[config.mk]
export PLATFORM = sky130hd
export DESIGN_NAME = fric_ctrl
export DESIGN_NICKNAME = d
export VERILOG_FILES = /design/src/fric_ctrl.v
export VERILOG_INCLUDE_DIRS = /design/src
export SDC_FILE = /design/constraint.sdc
export NUM_CORES = 1
export LEC_CHECK = 0
export BUFFER_PORTS_ARGS = -buffer_cell sky130_fd_sc_hd__buf_2
export CORE_MARGIN = 4
export CORE_UTILIZATION = 40
export DETAILED_ROUTE_END_ITERATION = 10
export GPL_ROUTABILITY_DRIVEN = 0
export HOLD_SLACK_MARGIN = 0.12
export REMOVE_ABC_BUFFERS = 1
export SLEW_MARGIN = 10
export SYNTH_ARGS = -nofsm -noshare
export SYNTH_HDL_FRONTEND = slang
export SYNTH_SLANG_ARGS = --single-unit
export TNS_END_PERCENT = 100
[constraint.sdc]
create_clock -name i_clk_sys -period 3.71 [get_ports i_clk_sys]
set_input_delay 0.1855 -clock i_clk_sys [delete_from_list [all_inputs] [get_ports i_clk_sys]]
set_output_delay 0.1855 -clock i_clk_sys [all_outputs]
set_load 0.01 [all_outputs]
[src/fric_defines.vh]
// fric_defines.vh: constants of the flash rewrite interrupt controller
// assumes one 200 MHz system clock; no process or assignment lives here
`ifndef FRIC_DEFINES_VH
`define FRIC_DEFINES_VH

// ----------------------------------------------------------------
// clock
// ----------------------------------------------------------------
`define FRIC_CLK_PERIOD_NS   5

// ----------------------------------------------------------------
// timing (times in ns, counts derived, least times round up)
// ----------------------------------------------------------------
`define FRIC_SUSP_LAT_NS     2000
`define FRIC_RESTART_NS      5000
`define FRIC_SUSP_LAT_CYC    ((`FRIC_SUSP_LAT_NS + `FRIC_CLK_PERIOD_NS - 1) / `FRIC_CLK_PERIOD_NS)
`define FRIC_RESTART_CYC     ((`FRIC_RESTART_NS + `FRIC_CLK_PERIOD_NS - 1) / `FRIC_CLK_PERIOD_NS)
`define FRIC_ERASE_CYC_DEF   200000
`define FRIC_PROG_CYC_DEF    8000
`define FRIC_BLANK_CYC_DEF   6000
`define FRIC_CNT_W           20

// ----------------------------------------------------------------
// commands
// ----------------------------------------------------------------
`define FRIC_CMD_W           2
`define FRIC_CMD_PROG        2'h1
`define FRIC_CMD_ERASE       2'h2
`define FRIC_CMD_BLANK       2'h3
`define FRIC_BLK_W           4

// ----------------------------------------------------------------
// protected control bits: index in the control vector
// ----------------------------------------------------------------
`define FRIC_SEL_W           4
`define FRIC_NPROT           10
`define FRIC_NSETP           6
`define FRIC_B_MODE_EN       0
`define FRIC_B_MODE_OPT      1
`define FRIC_B_SECOND_PROT   2
`define FRIC_B_REWRITE_EN    3
`define FRIC_B_SUSP_EN       4
`define FRIC_B_LOW_CUR       5
`define FRIC_B_UPPER_A       6
`define FRIC_B_UPPER_D       9
`define FRIC_PROT_RST        10'h000

`endif

[src/fric_ctrl.v]
// fric_ctrl.v: flash rewrite sequencer with interrupt, suspend and abort control
// assumes all inputs synchronous to i_clk_sys; the flash array itself is outside
`timescale 1ns/1ps
`include "fric_defines.vh"

// How it works
// - rom mode, suspend enabled: maskable irq in erase suspends after latency, then acks
// - software clearing the suspend request resumes the suspended erase
// - while suspended, reads and programs allowed except the suspended block
// - rom mode, suspend off or programming: maskable irq held until operation ends
// - urgent irq during erase or program aborts, resets flash, acks after restart
// - ready flag low during blank check, high when it finishes
// - erase command while suspended sets both error flags
module fric_ctrl #(
  parameter [`FRIC_CNT_W-1:0] ERASE_CYC = `FRIC_ERASE_CYC_DEF,
  parameter [`FRIC_CNT_W-1:0] PROG_CYC  = `FRIC_PROG_CYC_DEF,
  parameter [`FRIC_CNT_W-1:0] BLANK_CYC = `FRIC_BLANK_CYC_DEF
) (
  // clock, reset, enable
  input  wire                   i_clk_sys,
  input  wire                   i_rst,
  input  wire                   i_ce,
  // protected control bit writes
  input  wire                   i_ctl_wr,
  input  wire [`FRIC_SEL_W-1:0] i_ctl_sel,
  input  wire                   i_ctl_wdata,
  // suspend request bit
  input  wire                   i_susp_req_set,
  input  wire                   i_susp_req_clr,
  // commands
  input  wire                   i_cmd_valid,
  input  wire [`FRIC_CMD_W-1:0] i_cmd_code,
  input  wire [`FRIC_BLK_W-1:0] i_cmd_block,
  input  wire                   i_op_fail,
  input  wire                   i_blank_ok,
  input  wire                   i_err_clr,
  // reads
  input  wire                   i_rd_valid,
  input  wire [`FRIC_BLK_W-1:0] i_rd_block,
  // interrupts
  input  wire                   i_irq,
  input  wire                   i_urgent_irq,
  // status
  output reg  [`FRIC_NPROT-1:0] o_ctl_bits,
  output reg                    o_susp_req,
  output reg                    o_suspended,
  output reg                    o_ready,
  output reg                    o_erase_err,
  output reg                    o_program_err,
  output reg                    o_rd_allow,
  output reg                    o_irq_ack,
  output reg                    o_urgent_ack,
  output reg                    o_flash_reset
);

  // ----------------------------------------------------------------
  // states
  // ----------------------------------------------------------------
  localparam [6:0] ST_IDLE  = 7'h01;
  localparam [6:0] ST_ERASE = 7'h02;
  localparam [6:0] ST_SWAIT = 7'h04;
  localparam [6:0] ST_SUSP  = 7'h08;
  localparam [6:0] ST_PROG  = 7'h10;
  localparam [6:0] ST_BLANK = 7'h20;
  localparam [6:0] ST_RST   = 7'h40;
  localparam [`FRIC_CNT_W-1:0] SUSP_LAT_CYC = `FRIC_SUSP_LAT_CYC;
  localparam [`FRIC_CNT_W-1:0] RESTART_CYC  = `FRIC_RESTART_CYC;
  localparam [`FRIC_CNT_W-1:0] CNT_ONE      = 20'h00001;

  reg [6:0]             state_r;
  reg [`FRIC_CNT_W-1:0] cnt_r;
  reg [`FRIC_CNT_W-1:0] erase_left_r;
  reg [`FRIC_BLK_W-1:0] blk_r;
  reg                   in_susp_r;
  reg                   last_vld_r;
  reg [`FRIC_SEL_W-1:0] last_sel_r;
  reg                   last_val_r;

  wire mode_en  = o_ctl_bits[`FRIC_B_MODE_EN];
  wire rom_mode = o_ctl_bits[`FRIC_B_MODE_OPT];
  wire susp_en  = o_ctl_bits[`FRIC_B_SUSP_EN];
  wire cnt_done = (cnt_r == CNT_ONE);
  wire busy_op  = (state_r == ST_ERASE) | (state_r == ST_SWAIT) |
                  (state_r == ST_PROG) | (state_r == ST_BLANK);
  wire cmd_go   = i_cmd_valid & mode_en;
  wire susp_hw  = (state_r == ST_ERASE) & rom_mode & susp_en & i_irq;
  wire irq_ok   = (state_r == ST_IDLE) | (state_r == ST_SUSP) |
                  (busy_op & ~rom_mode) | ~mode_en;
  wire urg_ok   = ~busy_op & (state_r != ST_RST);
  wire cmd_bad  = cmd_go & (i_cmd_code != {`FRIC_CMD_W{1'b0}}) &
                  ((i_cmd_code != `FRIC_CMD_PROG) | (i_cmd_block == blk_r));
  wire [`FRIC_NPROT-1:0] prot_take;

  // ----------------------------------------------------------------
  // protected control bits
  // ----------------------------------------------------------------
  genvar gi;
  generate
    for (gi = 0; gi < `FRIC_NPROT; gi = gi + 1) begin : g_prot
      wire hit  = i_ctl_wr & (i_ctl_sel == gi);
      wire pair = last_vld_r & (last_sel_r == gi) & (last_val_r != i_ctl_wdata);
      wire acc  = (gi < `FRIC_NSETP) ? (~i_ctl_wdata | pair) : (i_ctl_wdata | pair);
      assign prot_take[gi] = hit & acc;
    end
  endgenerate

  always @(posedge i_clk_sys or posedge i_rst) begin
    if (i_rst) begin
      o_ctl_bits <= `FRIC_PROT_RST;
    end else if (i_ce) begin
      o_ctl_bits <= (o_ctl_bits & ~prot_take) | ({`FRIC_NPROT{i_ctl_wdata}} & prot_take);
    end
  end

  // pairing memory broken by any acknowledged interrupt between the two writes
  always @(posedge i_clk_sys or posedge i_rst) begin
    if (i_rst) begin
      last_vld_r <= 1'b0;
      last_sel_r <= {`FRIC_SEL_W{1'b0}};
      last_val_r <= 1'b0;
    end else if (i_ce) begin
      if (i_ctl_wr) begin
        last_vld_r <= 1'b1;
        last_sel_r <= i_ctl_sel;
        last_val_r <= i_ctl_wdata;
      end else if (o_irq_ack | o_urgent_ack) begin
        last_vld_r <= 1'b0;
      end
    end
  end

  // ----------------------------------------------------------------
  // sequencer
  // ----------------------------------------------------------------
  always @(posedge i_clk_sys or posedge i_rst) begin
    if (i_rst) begin
      state_r       <= ST_IDLE;
      cnt_r         <= {`FRIC_CNT_W{1'b0}};
      erase_left_r  <= {`FRIC_CNT_W{1'b0}};
      blk_r         <= {`FRIC_BLK_W{1'b0}};
      in_susp_r     <= 1'b0;
      o_susp_req    <= 1'b0;
      o_suspended   <= 1'b0;
      o_ready       <= 1'b1;
      o_erase_err   <= 1'b0;
      o_program_err <= 1'b0;
      o_rd_allow    <= 1'b0;
      o_irq_ack     <= 1'b0;
      o_urgent_ack  <= 1'b0;
      o_flash_reset <= 1'b0;
    end else if (i_ce) begin
      o_irq_ack    <= i_irq & irq_ok;
      o_urgent_ack <= i_urgent_irq & urg_ok;
      o_rd_allow   <= i_rd_valid & ((state_r == ST_IDLE) |
                      ((state_r == ST_SUSP) & (i_rd_block != blk_r)));
      // error flags: a set in this cycle beats the clear
      if (i_err_clr) begin
        o_erase_err   <= 1'b0;
        o_program_err <= 1'b0;
      end
      // suspend request: hardware or software set beats software clear
      if (susp_hw | i_susp_req_set) begin
        o_susp_req <= 1'b1;
      end else if (i_susp_req_clr) begin
        o_susp_req <= 1'b0;
      end
      if (i_urgent_irq & busy_op) begin
        state_r       <= ST_RST;
        cnt_r         <= RESTART_CYC;
        in_susp_r     <= 1'b0;
        o_susp_req    <= 1'b0;
        o_suspended   <= 1'b0;
        o_ready       <= 1'b0;
        o_flash_reset <= 1'b1;
      end else begin
        case (state_r)
          ST_IDLE: begin
            if (cmd_go) begin
              blk_r   <= i_cmd_block;
              o_ready <= 1'b0;
              if (i_cmd_code == `FRIC_CMD_ERASE) begin
                state_r <= ST_ERASE;
                cnt_r   <= ERASE_CYC;
              end else if (i_cmd_code == `FRIC_CMD_PROG) begin
                state_r <= ST_PROG;
                cnt_r   <= PROG_CYC;
              end else if (i_cmd_code == `FRIC_CMD_BLANK) begin
                state_r <= ST_BLANK;
                cnt_r   <= BLANK_CYC;
              end else begin
                o_ready <= 1'b1;
              end
            end
          end
          ST_ERASE: begin
            if (cnt_done) begin
              state_r <= ST_IDLE;
              o_ready <= 1'b1;
              if (i_op_fail) begin
                o_erase_err <= 1'b1;
              end
            end else if (susp_hw | o_susp_req) begin
              state_r      <= ST_SWAIT;
              erase_left_r <= cnt_r - CNT_ONE;
              cnt_r        <= SUSP_LAT_CYC;
            end else begin
              cnt_r <= cnt_r - CNT_ONE;
            end
          end
          ST_SWAIT: begin
            if (cnt_done) begin
              state_r     <= ST_SUSP;
              o_suspended <= 1'b1;
              o_ready     <= 1'b1;
            end else begin
              cnt_r <= cnt_r - CNT_ONE;
            end
          end
          ST_SUSP: begin
            if (cmd_bad) begin
              o_erase_err   <= 1'b1;
              o_program_err <= 1'b1;
            end else if (cmd_go & (i_cmd_code == `FRIC_CMD_PROG)) begin
              state_r   <= ST_PROG;
              cnt_r     <= PROG_CYC;
              in_susp_r <= 1'b1;
              o_ready   <= 1'b0;
            end else if (~o_susp_req) begin
              state_r     <= ST_ERASE;
              cnt_r       <= erase_left_r;
              o_suspended <= 1'b0;
              o_ready     <= 1'b0;
            end
          end
          ST_PROG: begin
            if (cnt_done) begin
              state_r   <= in_susp_r ? ST_SUSP : ST_IDLE;
              in_susp_r <= 1'b0;
              o_ready   <= 1'b1;
              if (i_op_fail) begin
                o_program_err <= 1'b1;
              end
            end else begin
              cnt_r <= cnt_r - CNT_ONE;
            end
          end
          ST_BLANK: begin
            if (cnt_done) begin
              state_r <= ST_IDLE;
              o_ready <= 1'b1;
              if (~i_blank_ok) begin
                o_erase_err <= 1'b1;
              end
            end else begin
              cnt_r <= cnt_r - CNT_ONE;
            end
          end
          ST_RST: begin
            if (cnt_done) begin
              state_r       <= ST_IDLE;
              o_ready       <= 1'b1;
              o_flash_reset <= 1'b0;
            end else begin
              cnt_r <= cnt_r - CNT_ONE;
            end
          end
          default: begin
            state_r <= ST_IDLE;
          end
        endcase
      end
    end
  end

endmodule

==> flow_metrics.tcl <==
set metrics [dict create \
    cts_buffers 9 \
    grt_usage_pct 18.85 \
    hpwl_um 8344 \
    clock-sinks 77 \
    fin_skew_ns 0.007260 \
    grt_pass1_wl_um 19640 \
    peakVddDrop_mv 0.3742 \
    io_buffers 46 \
    max_cap_viol_count 0 \
    cts_setup_buffers 0 \
    grt_pass1_vias 3802 \
    hp-class "input pin to flop" \
    path_cells "or4_4, or4_4, o221ai_4, nor2_4, nand3_4, mux2_1" \
    antenna_left 0 \
    grt_start_max_net_pins 41 \
    layout-drive-gt1-share_pct 21.06 \
    cp_slowest_cell "or4_4" \
    via_count 3825 \
    finalCritPeriodShare_pct 76.28 \
    cp_num_buf_inv 0 \
    drv_slew 0 \
    ys_seq_area_share_pct 41.78 \
    diodes 0 \
    ys_types 67 \
    drtIter0Drc 235 \
    h-tree-depth 3 \
    worstPathRequired_ns 3.93 \
    dieArea_um2 13330 \
    cp-end-kind "flop" \
    fp-row-count 38 \
    routed_via_density 5.735 \
    antenna_found_initial 0 \
    path_class "flop to flop" \
    synth_edf_count 0 \
    synth_top_area_cell "dfrtp_1" \
    synth_area_per_cell_um2 9.805 \
    synth_area_leaders "dfrtp_1, mux2_4, nand2_1" \
    ys_seq_elements 77 \
    ys.flop_type "dfrtp_1" \
    place_area_um2 4945 \
    yosys_warnings 0 \
    syn_area_um2 4618 \
    cts-root-buf "clkbuf_16" \
    synth-async-reset-ratio_pct 100.0 \
    cts_tree "built" \
    tns_ns 0 \
    finalCriticalPeriod_ns 2.830 \
    leakagePower_uw 0.002421 \
    setup_viol 0 \
    drtPass1Iterations 5 \
    wl_um 11760 \
    overflow 0 \
    max_stage_delay_ns 0.64 \
    crit_family "simple AND/OR/NAND/NOR gates" \
    worst_slew_pin_slew_ns 0.7598 \
    hold-worst-slack_ns 0.1659 \
    design_area_um2 5384 \
    nFillCells 1039 \
    critPathMaxFanout 20 \
    start_kind "flop" \
    grt_setup_unrepaired "false" \
    synth_top_area_share_pct 40.64 \
    clk_pin_slew_ns 0.06 \
    wl_per_cell_um 17.63 \
    clk_path_buf_depth 2 \
    start_util_pct 41.69 \
    area_delta_synth_final_pct 16.58 \
    critPathArrivalTime_ns 3.05 \
    synthCells 471 \
    pin_count 47 \
    cpMostUsedCell "or4_4" \
    clk_latency_ns 0.35 \
    core_um2 11080 \
    finalHoldViolCount 0 \
    fp.dieH_um 115.5 \
    die_w_um 115.5 \
    timing.fmax_mhz 353.4 \
    cellPowerDensity_nw_per_um2 712.8 \
    fin_nets 557 \
    outcome "completed" \
    relSlewSlack_pct 48.66 \
    drt_drc_violations_left 0 \
]
[power breakdown]
part / switching, uW / internal [uW] / total (uW) / leakage, uW
clock: 353 / 678 / 1030 / 0.000166
sequential: 208 / 1040 / 1250 / 0.00101
combinational: 896 / 664 / 1560 / 0.00125
[placed cells by master (no fill, tap or decap), types with 6 or more instances in the layout]
cell,netlist,routed
nor3_1,14,14
a31oi_1,8,8
buf_2,6,46
nand3_1,19,19
dlygate4sd3_1,0,9
a21oi_1,19,19
nand4_1,6,6
inv_1,12,11
mux2_4,15,15
nand2_1,58,58
ha_1,7,7
mux2_2,9,9
buf_4,0,7
nor3b_1,8,8
mux2_1,10,10
clkbuf_16,0,9
xor2_1,14,14
xnor2_1,14,14
o21ai_0,25,25
o21ai_1,12,12
nor4_1,7,7
nor2_1,27,27
dfrtp_1,75,75
[what timing repair did]
action	CTS	global route
hold endpoints to repair	45	0
hold buffers	9	0
gates resized for setup	0	0
[final timing paths]
check | to | slack (ns) | startpoint | cells past startpoint
worst max-delay path | cnt_r[9]$_DFFE_PP0P_ | 0.88 | state_r[6]$_DFFE_PP0P_ | 6
worst min register to register | erase_left_r[12]$_DFFE_PP0P_ | 0.48 | erase_left_r[12]$_DFFE_PP0P_ | 2
worst max register to register | cnt_r[9]$_DFFE_PP0P_ | 0.88 | state_r[6]$_DFFE_PP0P_ | 6
max in group asynchronous | state_r[0]$_DFFE_PP1P_ | 2.28 | i_rst | 4
min in group asynchronous | async pin | 0.45 | i_rst | 3
worst min-delay path | last_sel_r[2]$_DFFE_PP0P_ | 0.17 | i_ctl_sel[2] | 2
[metrics by stage]
stage	cells	total power, uW	setup WS, ns	utilization [%]
after global placement	642	2776	0.9431	44.64
after CTS	667	3860	0.8787	48.60
after global routing	667	4079	0.6833	48.60
after detailed placement	642	2797	0.8933	44.64
after floorplan	449	2362	0.8596	-
final	667	3838	0.8801	48.60
[Yosys cell counts, drive strengths merged (4+ instances only)]
library cell  count
dfrtp            75
nand2            58
o21ai            37
mux2             34
nor2             28
nand3            20
a21oi            19
nor3             17
xnor2            14
xor2             14
inv              12
buf              11
clkbuf           11
nor4              9
a31oi             8
nor3b             8
ha                7
nand4             6
a21o              5
a32o              5
a211oi            4
nand3b            4
nor2b             4
o211ai            4
or3               4
or4               4
[area by class of cell]
type | instances | area [um^2] | area share, %
Clock inverter | 5 | 106.4 | 1.975
Tap cell | 140 | 175.2 | 3.254
Clock buffer | 11 | 242.7 | 4.508
Timing Repair Buffer | 62 | 372.9 | 6.925
Multi-Input combinational cell | 360 | 2511 | 46.64
Inverter | 12 | 46.29 | 0.8599
Sequential cell | 77 | 1929 | 35.84
[kinds of logic (layout without fill, tap and decap cells)]
kind of cell	Yosys count	in the layout	share of synthesized area, %
DFF	77	77	41.78
xor gates and xnor gates	28	28	5.310
adders and majority gates	7	7	1.896
and+or+nand+nor	179	179	20.92
muxes	37	37	10.16
AOI/OAI and AO/OA	109	109	16.09
buffers and inverters	34	90	3.847
[per-layer routing]
metal / vias up / global-route usage (%) / share of wire [%]
li1: 1830 / - / -
met4: 0 / 6.651 / 1.9
met1: 1865 / 24.77 / 44
met2: 110 / 30.56 / 49
met3: 20 / 4.491 / 5.4
met5: - / 0 / 0
Note: power is estimated with default switching activity, not from simulation.
